## config.mk

```make
export PLATFORM = sky130hd
export DESIGN_NAME = vfs_regs
export DESIGN_NICKNAME = d
export VERILOG_FILES = /design/src/rtl/vfs_pkg.sv /design/src/rtl/vfs_line_sampler.sv /design/src/rtl/vfs_regs.sv
export SDC_FILE = /design/constraint.sdc
export NUM_CORES = 1
export LEC_CHECK = 0
export ABC_AREA = 0
export BUFFER_PORTS_ARGS = -buffer_cell sky130_fd_sc_hd__buf_4
export CAP_MARGIN = 40
export CORE_MARGIN = 2
export CORE_UTILIZATION = 45
export CTS_CLUSTER_DIAMETER = 40
export DETAILED_ROUTE_END_ITERATION = 6
export GPL_TIMING_DRIVEN = 0
export MAX_ROUTING_LAYER = met4
export PLACE_DENSITY_LB_ADDON = 0.05
export RECOVER_POWER = 50
export SLEW_MARGIN = 40
export SYNTH_ARGS = -nofsm -noshare
export SYNTH_HDL_FRONTEND = slang
export SYNTH_SLANG_ARGS = --single-unit
```

## constraint.sdc

```tcl
create_clock -name mclk -period 3.5 [get_ports mclk]
set_clock_uncertainty 0.15 [all_clocks]
set_input_delay 0 -clock mclk [delete_from_list [all_inputs] [get_ports mclk]]
set_output_delay 0 -clock mclk [all_outputs]
set_load 0.03 [all_outputs]
```

## src/rtl/vfs_pkg.sv

```systemverilog
package vfs_pkg;

  // ************************************************
  // register offsets
  // ************************************************
  localparam logic [7:0] ADDR_DET_FMT  = 8'h00;
  localparam logic [7:0] ADDR_LOCK     = 8'h01;
  localparam logic [7:0] ADDR_MAN_FMT  = 8'h10;
  localparam logic [7:0] ADDR_GAIN_OVR = 8'h11;
  localparam logic [7:0] ADDR_EQ_GLB   = 8'h12;
  localparam logic [7:0] ADDR_EQ_BAND  = 8'h13;
  localparam logic [7:0] ADDR_AIN_CTL  = 8'h14;

  // ************************************************
  // writable register table
  // ************************************************
  localparam int NUM_RW        = 5;
  localparam int IDX_MAN_FMT   = 0;
  localparam int IDX_GAIN_OVR  = 1;
  localparam int IDX_EQ_GLB    = 2;
  localparam int IDX_EQ_BAND   = 3;
  localparam int IDX_AIN_CTL   = 4;
  localparam logic [7:0] RW_ADDR [NUM_RW] = '{8'h10, 8'h11, 8'h12, 8'h13, 8'h14};
  localparam logic [7:0] RW_MASK [NUM_RW] = '{8'hff, 8'h7f, 8'h1f, 8'h37, 8'h03};
  localparam logic [7:0] RW_RST  [NUM_RW] = '{8'h00, 8'h00, 8'h00, 8'h00, 8'h00};
  localparam logic [7:0] STAT_RST = 8'h00;

  // ************************************************
  // field positions
  // ************************************************
  localparam int STD_MSB  = 7;
  localparam int STD_LSB  = 6;
  localparam int REF_MSB  = 5;
  localparam int REF_LSB  = 4;
  localparam int VID_BIT  = 3;
  localparam int RES_MSB  = 2;
  localparam int RES_LSB  = 0;
  localparam int VAR_BIT  = 3;
  localparam int GAIN_MSB = 6;
  localparam int GAIN_LSB = 4;
  localparam int OVR_STD  = 2;
  localparam int OVR_REF  = 1;
  localparam int OVR_RES  = 0;
  localparam int EQG_MSB  = 4;
  localparam int EQL_MSB  = 5;
  localparam int EQL_LSB  = 4;
  localparam int EQH_MSB  = 2;
  localparam int AIN_MSB  = 1;
  localparam int LK_RSV   = 4;

  // ************************************************
  // two-wire port
  // ************************************************
  localparam logic [3:0] BYTE_BITS = 4'h8;
  localparam logic [6:0] DEV_ADDR_DEF = 7'h5c; // arbitrary value

  typedef enum logic [3:0] {
    S_IDLE, S_ADDR, S_ADDR_ACK, S_PTR, S_PTR_ACK, S_WR, S_WR_ACK, S_RD, S_RD_ACK
  } vfs_state_e;

endpackage : vfs_pkg

```

## src/rtl/vfs_line_sampler.sv

```systemverilog
`timescale 1ns/1ps
`default_nettype none
module vfs_line_sampler (
  input  wire logic mclk,
  input  wire logic rst_b,
  input  wire logic scl_in,
  input  wire logic sda_in,
  output logic      scl_rise,
  output logic      scl_fall,
  output logic      start_det,
  output logic      stop_det,
  output logic      sda_bit
);

  // ************************************************
  // line history, idle high
  // ************************************************
  logic [2:0] scl_sh;
  logic [2:0] sda_sh;

  always_ff @(posedge mclk or negedge rst_b)
  begin
    if (!rst_b)
    begin
      scl_sh <= 3'h7;
      sda_sh <= 3'h7;
    end
    else
    begin
      scl_sh <= {scl_sh[1:0], scl_in};
      sda_sh <= {sda_sh[1:0], sda_in};
    end
  end

  // ************************************************
  // edge and bus condition decode
  // ************************************************
  assign scl_rise  = scl_sh[1] & ~scl_sh[2];
  assign scl_fall  = ~scl_sh[1] & scl_sh[2];
  assign start_det = scl_sh[1] & scl_sh[2] & ~sda_sh[1] & sda_sh[2];
  assign stop_det  = scl_sh[1] & scl_sh[2] & sda_sh[1] & ~sda_sh[2];
  assign sda_bit   = sda_sh[1];

endmodule : vfs_line_sampler
`default_nettype wire

```

## src/rtl/vfs_regs.sv

```systemverilog
`timescale 1ns/1ps
`default_nettype none
// Summary of operation
// - detected standard code in bits 7:6
// - detected refresh rate code, read only
// - video present flag, read only
// - detected resolution code, read only
// - standard detection lock in lock bit 7
// - gain loop lock flag, read only
// - clamp loop lock in lock bit 5
// - horizontal line loop lock in bit 3
// - chroma fine lock bit 2, coarse 1
// - chroma present flag in lock bit 0
// - writable forced standard, bits 7:6
// - writable forced refresh rate, bits 5:4
// - variant bit for standard three
// - writable forced resolution, bits 2:0
// - override enables pick manual over detected
// - three-bit input gain select, bits 6:4
// - five-bit equalizer global gain
// - equalizer low band gain, bits 5:4
// - equalizer high band gain, bits 2:0
// - analog input select, bits 1:0
module vfs_regs
  import vfs_pkg::*;
#(
  parameter logic [6:0] DEV_ADDR = DEV_ADDR_DEF
) (
  input  wire logic       mclk,
  input  wire logic       rst_b,
  input  wire logic       scl_in,
  input  wire logic       sda_in,
  output logic            sda_out,
  output logic            sda_oe,
  input  wire logic [1:0] detected_standard,
  input  wire logic [1:0] detected_refresh_rate,
  input  wire logic       video_present,
  input  wire logic [2:0] detected_resolution,
  input  wire logic       standard_locked,
  input  wire logic       gain_loop_locked,
  input  wire logic       clamp_loop_locked,
  input  wire logic       hline_loop_locked,
  input  wire logic       chroma_fine_locked,
  input  wire logic       chroma_coarse_locked,
  input  wire logic       chroma_present,
  output logic [1:0]      active_standard,
  output logic [1:0]      active_refresh_rate,
  output logic [2:0]      active_resolution,
  output logic            standard3_variant,
  output logic [2:0]      input_gain_select,
  output logic [4:0]      equalizer_global_gain,
  output logic [1:0]      equalizer_low_band_gain,
  output logic [2:0]      equalizer_high_band_gain,
  output logic [1:0]      analog_input_select
);

  // ************************************************
  // declarations
  // ************************************************
  logic       scl_rise;
  logic       scl_fall;
  logic       start_det;
  logic       stop_det;
  logic       sda_bit;
  vfs_state_e state_reg;
  vfs_state_e state_next;
  logic [3:0] cnt_reg;
  logic [3:0] cnt_next;
  logic [7:0] sh_reg;
  logic [7:0] sh_next;
  logic [7:0] ptr_reg;
  logic [7:0] ptr_next;
  logic       oe_reg;
  logic       oe_next;
  logic       mack_reg;
  logic       mack_next;
  logic       wr_pulse;
  logic [7:0] det_fmt_reg;
  logic [7:0] lock_reg;
  logic [7:0] rw_reg [NUM_RW];
  logic [7:0] rd_rw [NUM_RW];
  logic [1:0] act_std_reg;
  logic [1:0] act_ref_reg;
  logic [2:0] act_res_reg;
  logic       past_live;
  wire  [7:0] man_fmt   = rw_reg[IDX_MAN_FMT];
  wire  [7:0] gain_ovr  = rw_reg[IDX_GAIN_OVR];
  wire        addr_hit  = (sh_reg[7:1] == DEV_ADDR);
  wire        byte_end  = scl_fall && (cnt_reg == BYTE_BITS);
  wire  [7:0] rd_det    = (ptr_reg == ADDR_DET_FMT) ? det_fmt_reg : 8'h00;
  wire  [7:0] rd_lock   = (ptr_reg == ADDR_LOCK) ? lock_reg : 8'h00;
  wire  [7:0] rd_data   = rd_det | rd_lock | rd_rw[0] | rd_rw[1] | rd_rw[2] | rd_rw[3] | rd_rw[4];

  // ************************************************
  // two-wire line sampling
  // ************************************************
  vfs_line_sampler u_sampler (
    .mclk      (mclk),
    .rst_b     (rst_b),
    .scl_in    (scl_in),
    .sda_in    (sda_in),
    .scl_rise  (scl_rise),
    .scl_fall  (scl_fall),
    .start_det (start_det),
    .stop_det  (stop_det),
    .sda_bit   (sda_bit)
  );

  // ************************************************
  // two-wire protocol engine
  // ************************************************
  always_comb
  begin
    state_next = state_reg;
    cnt_next   = cnt_reg;
    sh_next    = sh_reg;
    ptr_next   = ptr_reg;
    oe_next    = oe_reg;
    mack_next  = mack_reg;
    wr_pulse   = 1'b0;
    if (stop_det)
    begin
      state_next = S_IDLE;
      oe_next    = 1'b0;
    end
    else if (start_det)
    begin
      state_next = S_ADDR;
      cnt_next   = 4'h0;
      oe_next    = 1'b0;
    end
    else
    begin
      unique case (state_reg)
        S_IDLE:
        begin
          cnt_next = 4'h0;
        end
        S_ADDR, S_PTR, S_WR:
        begin
          if (scl_rise)
          begin
            sh_next  = {sh_reg[6:0], sda_bit};
            cnt_next = cnt_reg + 4'h1;
          end
          else if (byte_end)
          begin
            cnt_next = 4'h0;
            if (state_reg == S_ADDR)
            begin
              state_next = addr_hit ? S_ADDR_ACK : S_IDLE;
              oe_next    = addr_hit;
            end
            else if (state_reg == S_PTR)
            begin
              state_next = S_PTR_ACK;
              oe_next    = 1'b1;
              ptr_next   = sh_reg;
            end
            else
            begin
              state_next = S_WR_ACK;
              oe_next    = 1'b1;
              wr_pulse   = 1'b1;
              ptr_next   = ptr_reg + 8'h01;
            end
          end
        end
        S_ADDR_ACK:
        begin
          if (scl_fall && sh_reg[0])
          begin
            state_next = S_RD;
            sh_next    = rd_data;
            oe_next    = ~rd_data[7];
            cnt_next   = 4'h1;
          end
          else if (scl_fall)
          begin
            state_next = S_PTR;
            oe_next    = 1'b0;
          end
        end
        S_PTR_ACK, S_WR_ACK:
        begin
          if (scl_fall)
          begin
            state_next = S_WR;
            oe_next    = 1'b0;
          end
        end
        S_RD:
        begin
          if (byte_end)
          begin
            state_next = S_RD_ACK;
            oe_next    = 1'b0;
            cnt_next   = 4'h0;
            ptr_next   = ptr_reg + 8'h01;
          end
          else if (scl_fall)
          begin
            sh_next  = {sh_reg[6:0], 1'b0};
            oe_next  = ~sh_reg[6];
            cnt_next = cnt_reg + 4'h1;
          end
        end
        S_RD_ACK:
        begin
          if (scl_rise)
          begin
            mack_next = ~sda_bit;
          end
          else if (scl_fall && mack_reg)
          begin
            state_next = S_RD;
            sh_next    = rd_data;
            oe_next    = ~rd_data[7];
            cnt_next   = 4'h1;
          end
          else if (scl_fall)
          begin
            state_next = S_IDLE;
          end
        end
        default:
        begin
          state_next = S_IDLE;
          oe_next    = 1'b0;
        end
      endcase
    end
  end

  always_ff @(posedge mclk or negedge rst_b)
  begin
    if (!rst_b)
    begin
      state_reg <= S_IDLE;
      cnt_reg   <= 4'h0;
      sh_reg    <= 8'h00;
      ptr_reg   <= 8'h00;
      oe_reg    <= 1'b0;
      mack_reg  <= 1'b0;
    end
    else
    begin
      state_reg <= state_next;
      cnt_reg   <= cnt_next;
      sh_reg    <= sh_next;
      ptr_reg   <= ptr_next;
      oe_reg    <= oe_next;
      mack_reg  <= mack_next;
    end
  end

  // ************************************************
  // writable registers
  // ************************************************
  for (genvar i = 0; i < NUM_RW; i++)
  begin : g_rw
    wire hit = (ptr_reg == RW_ADDR[i]);
    assign rd_rw[i] = hit ? rw_reg[i] : 8'h00;
    always_ff @(posedge mclk or negedge rst_b)
    begin
      if (!rst_b)
        rw_reg[i] <= RW_RST[i];
      else if (wr_pulse && hit)
        rw_reg[i] <= sh_reg & RW_MASK[i];
    end
  end

  // ************************************************
  // status capture and active format
  // ************************************************
  always_ff @(posedge mclk or negedge rst_b)
  begin
    if (!rst_b)
    begin
      det_fmt_reg <= STAT_RST;
      lock_reg    <= STAT_RST;
      act_std_reg <= 2'h0;
      act_ref_reg <= 2'h0;
      act_res_reg <= 3'h0;
      past_live   <= 1'b0;
    end
    else
    begin
      det_fmt_reg <= {detected_standard, detected_refresh_rate, video_present, detected_resolution};
      lock_reg    <= {standard_locked, gain_loop_locked, clamp_loop_locked, 1'b0, hline_loop_locked,
                      chroma_fine_locked, chroma_coarse_locked, chroma_present};
      act_std_reg <= gain_ovr[OVR_STD] ? man_fmt[STD_MSB:STD_LSB] : detected_standard;
      act_ref_reg <= gain_ovr[OVR_REF] ? man_fmt[REF_MSB:REF_LSB] : detected_refresh_rate;
      act_res_reg <= gain_ovr[OVR_RES] ? man_fmt[RES_MSB:RES_LSB] : detected_resolution;
      past_live   <= 1'b1;
    end
  end

  // ************************************************
  // outputs
  // ************************************************
  assign sda_out                  = 1'b0;
  assign sda_oe                   = oe_reg;
  assign active_standard          = act_std_reg;
  assign active_refresh_rate      = act_ref_reg;
  assign active_resolution        = act_res_reg;
  assign standard3_variant        = man_fmt[VAR_BIT];
  assign input_gain_select        = gain_ovr[GAIN_MSB:GAIN_LSB];
  assign equalizer_global_gain    = rw_reg[IDX_EQ_GLB][EQG_MSB:0];
  assign equalizer_low_band_gain  = rw_reg[IDX_EQ_BAND][EQL_MSB:EQL_LSB];
  assign equalizer_high_band_gain = rw_reg[IDX_EQ_BAND][EQH_MSB:0];
  assign analog_input_select      = rw_reg[IDX_AIN_CTL][AIN_MSB:0];

  wire wr_man    = wr_pulse && (ptr_reg == ADDR_MAN_FMT);
  wire wr_gain   = wr_pulse && (ptr_reg == ADDR_GAIN_OVR);
  wire wr_eqb    = wr_pulse && (ptr_reg == ADDR_EQ_BAND);
endmodule : vfs_regs
`default_nettype wire

```

==> results.json, run 1 <==
{
  "status": "complete, no violations",
  "ir_drop_mv": 0.2219,
  "place_ws_ns": 0.8459,
  "path_class": "flop to flop",
  "via_per_inst": 5.725,
  "worstHoldPathType": "input port to flop",
  "relSlewSlack_pct": 55.74,
  "cp-start-kind": "flop",
  "synth_area_per_cell_sq_um": 10.51,
  "cellLeakagePower_uw": 0.002185,
  "p_switching_uw": 685.3,
  "gp_congestion": 0.8843,
  "clkSinkCount": 81,
  "critPathCaptureType": "flop",
  "drc": 0,
  "start_util_pct": 46.92,
  "grt_pass1_wl_um": 17180,
  "core_area_sq_um": 8806,
  "power_frac_comb_pct": 15.5,
  "synth_top_area_share_pct": 45.43,
  "synth_area_leaders": "dfrtp_1, mux2_2, o21ai_0",
  "setup_viol": 0,
  "avgRoutedWirePerCell_um": 17.78,
  "ant_nets": 0,
  "p_int_uw": 1497,
  "synth_largest_area_cell": "dfrtp_1",
  "synth_seq_area_share_pct": 49.24,
  "die_w_um": 99.82,
  "period_share_pct": 75.97,
  "yosys_most_used_dff": "dfrtp_1",
  "final_cell_mix": "dfrtp_1, nand2_1, clkbuf_1, o21ai_0, mux2_2",
  "required_ns": 3.59,
  "fin_ws_ns": 0.8410,
  "rsz0062_at_grt": "false",
  "numCtsBuffers": 9,
  "switching_share_pct": 31.41,
  "critPathArrivalTime_ns": 2.75,
  "syn-instance-count": 393,
  "rows": 34,
  "n_antenna_cell": 0,
  "worstPathMaxFanout": 10,
  "p_per_area_nw_per_um2": 440.9,
  "synth_edf_count": 0,
  "fmax_ghz": 0.3761,
  "mostFrequentLayoutCell": "dfrtp_1",
  "root_buffer": "clkbuf_8",
  "place_area_sq_um": 4606,
  "cts_tree": "yes",
  "grt_pass1_vias": 3170,
  "clk_pin_slew_ns": 0.10,
  "area_growth_pct": 19.81,
  "min_period_ns": 2.659,
  "cp-startpoint": "state_reg[2]$_DFFE_PN0P_",
  "ys_ff_latch": 81,
  "die_area_sq_um": 9963,
  "synth_nets": 418,
  "slew_viol_final": 0,
  "design_area_sq_um": 4950,
  "pwr-share-seq_pct": 50.4,
  "clk_latency_ns": 0.36,
  "clkPwrFrac_pct": 34.1,
  "antenna_found_initial": 0,
  "io_buffers": 42,
  "setup_tns_ns": 0,
  "maxCapViolCount": 0,
  "tightest_slew_ns": 0.6624,
  "cts_max_level": 3,
  "cts_resized": 0,
  "synth_area_sq_um": 4131,
  "yosys_warnings": 0,
  "grt_max_degree": 82,
  "async_flop_share_pct": 100.0,
  "drive_above_1_share_pct": 21.44,
  "grt_usage_pct": 22.76,
  "io_pins": 44,
  "drt_pass1_iterations": 5,
  "synth_cell_type_count": 57,
  "hp-start": "clamp_loop_locked",
  "r2r-start": "state_reg[2]$_DFFE_PN0P_",
  "fillers": 812,
  "routed_wirelength_um": 10300,
  "cts_buffer_depth": 2,
  "final_hold_viol_count": 0,
  "fp.dieH_um": 99.82,
  "place_hpwl_um": 7114,
  "grt-ovfl-total": 0,
  "drt_iter0_drc": 239,
  "finalNetCount": 491,
  "num_vias": 3315
}
-- Yosys cell counts (all sizes together), types with 3 or more instances --
library cell,instances
dfrtp,75
nand2,42
mux2,37
o21ai,36
nor2,24
a21oi,23
buf,14
a22oi,11
clkbuf,9
inv,9
nand2b,9
nand3,9
mux2i,8
nor3,7
dfstp,6
ha,6
nor2b,6
o22ai,6
a22o,5
a221oi,4
a31oi,4
nor4,4
nand4,3
o31ai,3
-- metrics by stage --
stage                     utilization [%]  total power [uW]  cells  hold slack, ns
after floorplan                         -              1289    393         -0.4456
after global placement              52.03              1433    543        -0.04190
after detailed placement            52.30              1438    543        -0.05251
after CTS                           56.83              2201    577          0.1121
after global routing                56.21              2296    579          0.1232
final                               56.21              2182    579          0.1452
-- per-layer routing --
layer	routed length (um)	GRT usage (%)	vias up
li1	-	-	1573
met1	5169	33.80	1642
met2	4564	32.33	94
met3	499	3.621	6
met4	63	6.744	0
met5	0	-	-
-- cell type report --
type | count | area (sq um) | share of cell area [%]
Buffer | 23 | 120.1 | 2.427
Inverter | 9 | 33.78 | 0.6825
Clock inverter | 7 | 95.09 | 1.921
Clock buffer | 9 | 123.9 | 2.503
Tap cell | 108 | 135.1 | 2.730
Sequential cell | 81 | 2034 | 41.10
Multi-Input combinational cell | 280 | 1972 | 39.84
Timing Repair Buffer | 62 | 435.4 | 8.797
-- final timing paths --
kind                       cells after the start                                    to  slack [ns]
max in group asynchronous                      4         u_sampler.scl_sh[0]$_DFF_PN1_        2.08
setup / recovery                               7                 sh_reg[2]$_DFFE_PN0P_        0.84
hold / removal                                 2                 lock_reg[5]$_DFF_PN0_        0.15
setup reg to reg                               7                 sh_reg[2]$_DFFE_PN0P_        0.84
hold reg to reg                                0         u_sampler.scl_sh[1]$_DFF_PN1_        0.21
min in group asynchronous                      3  equalizer_global_gain[2]$_DFFE_PN0P_        0.50
-- power by group through the flow --
| stage | Combinational, uW | Sequential, uW | Clock, uW |
|---|---|---|---|
| 6_report | 338 | 1100 | 744 |
| 3_5_place_dp | 321 | 1120 | 0 |
| 5_1_grt | 375 | 1110 | 811 |
| 4_1_cts | 338 | 1100 | 765 |
| 2_1_floorplan | 212 | 1080 | 0 |
| 3_3_place_gp | 315 | 1120 | 0 |
-- logic make-up (layout without fill, tap and decap cells) --
logic type,after synthesis,count (layout),share of synthesized area [%]
simple gates,119,119,15.72
fa+ha+maj,6,6,1.817
compound gates,107,107,16.05
xor+xnor,2,2,0.4241
mux,45,45,12.93
other cells,1,1,0.09077
flops,81,81,49.24
buf+inv,32,110,3.725
-- critical path, cell delays in order (launching register included) --
cell	delay (ns)
dfrtp_1	0.37
clkbuf_1	0.21
nor2_1	0.27
a21boi_1	0.60
clkbuf_1	0.45
o21ai_0	0.23
o22ai_1	0.16
mux2i_1	0.09
-- repair_timing --
action / 4_1_cts / 5_1_grt
hold endpoints to repair: 105 / 35
hold buffers: 18 / 1
setup buffers: 0 / 0
endpoints found under the setup margin: 0 / 0
Note: power is estimated with default switching activity, not from simulation.
==> inputs of run 2 (changes only) <==
==> constraint.sdc (replaced) <==
create_clock -name mclk -period 2.2 [get_ports mclk]
set_clock_uncertainty 0.15 [all_clocks]
set_input_delay 0 -clock mclk [delete_from_list [all_inputs] [get_ports mclk]]
set_output_delay 0 -clock mclk [all_outputs]
set_load 0.03 [all_outputs]
==> results.json, run 2 (synthesized netlist as in run 1, its figures left out) <==
{
  "place_area_sq_um": 4609,
  "final_cell_mix": "dfrtp_1, nand2_1, o21ai_0, clkbuf_1, buf_4",
  "dp_cells": 543,
  "setup_viol": 20,
  "cpLargestDelayFamily": "simple AND/OR/NAND/NOR gates",
  "grt_usage_pct": 23.06,
  "io_buffers": 42,
  "worstPathMaxFanout": 10,
  "drc": 0,
  "cts_tree": "yes",
  "fmax_ghz": 0.4339,
  "max_stage_delay_ns": 0.57,
  "grt_pass1_vias": 3329,
  "cp-start-kind": "flop",
  "routed_wirelength_um": 10830,
  "slew_viol_final": 0,
  "rrSetupSlack_ns": -0.10,
  "antenna_found_initial": 0,
  "cts_max_level": 3,
  "start_util_pct": 46.92,
  "drive_above_1_share_pct": 32.79,
  "rows": 34,
  "mostFrequentLayoutCell": "dfrtp_1",
  "fin_ws_ns": -0.1047,
  "core_area_sq_um": 8806,
  "root_buffer": "clkbuf_8",
  "design_area_sq_um": 5326,
  "clkSinkCount": 81,
  "critical_path_buf_inv_count": 1,
  "rsz0062_at_grt": "true",
  "ir_drop_mv": 0.3931,
  "instances_no_fill": 599,
  "clk_pin_slew_ns": 0.09,
  "place_hpwl_um": 7059,
  "num_vias": 3434,
  "cp_slowest_cell": "or4_4",
  "path_class": "flop to flop",
  "timing.hold.ws_ns": 0.1499,
  "area_growth_pct": 28.92,
  "grt_max_degree": 82,
  "cellLeakagePower_uw": 0.002337,
  "p_per_area_nw_per_um2": 663.7,
  "die_w_um": 99.82,
  "finalNetCount": 511,
  "period_share_pct": 104.8,
  "grt-ovfl-total": 0,
  "grt_pass1_wl_um": 17420,
  "final_hold_viol_count": 0,
  "relSlewSlack_pct": 16.28,
  "critPathCaptureType": "flop",
  "required_ns": 2.30,
  "worstHoldPathType": "input port to flop",
  "status": "complete, but fails checks",
  "ant_nets": 0,
  "drt_pass1_iterations": 5,
  "crit_chain": "nand2b_1, buf_4, or4_4, nor2_4, mux2_2",
  "tightest_slew_ns": 1.256,
  "die_area_sq_um": 9963,
  "fp.dieH_um": 99.82,
  "n_antenna_cell": 0,
  "drt_iter0_drc": 195,
  "via_per_inst": 5.733,
  "maxCapViolCount": 0,
  "clk_latency_ns": 0.36,
  "min_period_ns": 2.305,
  "fin_util_pct": 60.49,
  "place_ws_ns": -0.4967,
  "fillers": 759,
  "numCtsBuffers": 9,
  "gp_congestion": 0.8643,
  "io_pins": 44,
  "avgRoutedWirePerCell_um": 18.08,
  "critPathArrivalTime_ns": 2.40,
  "cts_buffer_depth": 2,
  "failed_checks": "negative setup slack"
}
## run 2: cell types whose count changed in the layout (fill, tap and decap cells not counted), moves of 4 or more
cell      previous run  this run
nor2_1              22        18
clkbuf_1            34        29
ha_1                 6         2
mux2_2              27        20
clkbuf_2             0         4
nor2_2               0         4
buf_6                2         7
mux2_4              10        17
buf_4                5        24
## run 2: path summary, 6_finish.rpt
path,startpoint,to,cells after the start
max in group asynchronous,rst_b,u_sampler.scl_sh[1]$_DFF_PN1_,4
hold / removal,hline_loop_locked,lock_reg[3]$_DFF_PN0_,2
min in group asynchronous,rst_b,equalizer_global_gain[4]$_DFFE_PN0P_,3
hold reg to reg,u_sampler.sda_sh[0]$_DFF_PN1_,u_sampler.sda_sh[1]$_DFF_PN1_,0
setup / recovery,state_reg[3]$_DFFE_PN0P_,gain_ovr[0]$_DFFE_PN0P_,5
setup reg to reg,state_reg[3]$_DFFE_PN0P_,gain_ovr[0]$_DFFE_PN0P_,5
## run 2: where the power goes
part	internal, uW	switching (uW)	total, uW
registers	1590	165	1760
logic	292	341	633
clock network	545	598	1140
total	2430	1100	3540
## run 2: repair_timing
action | in CTS | in global routing
endpoints found under the hold margin | 105 | 19
hold buffers | 18 | 1
setup endpoints to repair | 44 | 46
resized for setup | 22 | 53
pin swaps | 9 | 14
setup buffers | 17 | 6
## run 2: per-stage QoR
stage | total power [uW] | TNS [ns]
2_1_floorplan | 2052 | -0.3612
5_1_grt | 3696 | -7.659
4_1_cts | 3509 | -1.641
3_3_place_gp | 2278 | -11.95
3_5_place_dp | 2290 | -8.517
6_report | 3535 | -1.115
## run 2: cell type report
class                      instances  area [sq um]  area share, %
buffer                            20         130.1          2.443
sequential                        81          2038          38.27
clock buffer                       9         123.9          2.326
multi-input combinational        280          2148          40.33
inverter                           9         33.78         0.6342
timing repair buffer              85         635.6          11.93
clock inverter                     7         81.33          1.527
tap                              108         135.1          2.537
## run 2: worst reg2reg max path, stage by stage, from the launching register on
cell and delay (ns):
dfrtp_1 0.44, nand2b_1 0.18, buf_4 0.20, or4_4 0.57
nor2_4 0.28, mux2_2 0.38
## run 2: per-layer routing
| metal | vias to the layer above | global-route usage, % | wire [um] |
|---|---|---|---|
| met1 | 1684 | 34.40 | 5234 |
| met3 | 12 | 3.273 | 651 |
| met4 | 0 | 6.639 | 72 |
| met2 | 131 | 33.00 | 4873 |
| met5 | - | - | 0 |
| li1 | 1607 | - | - |
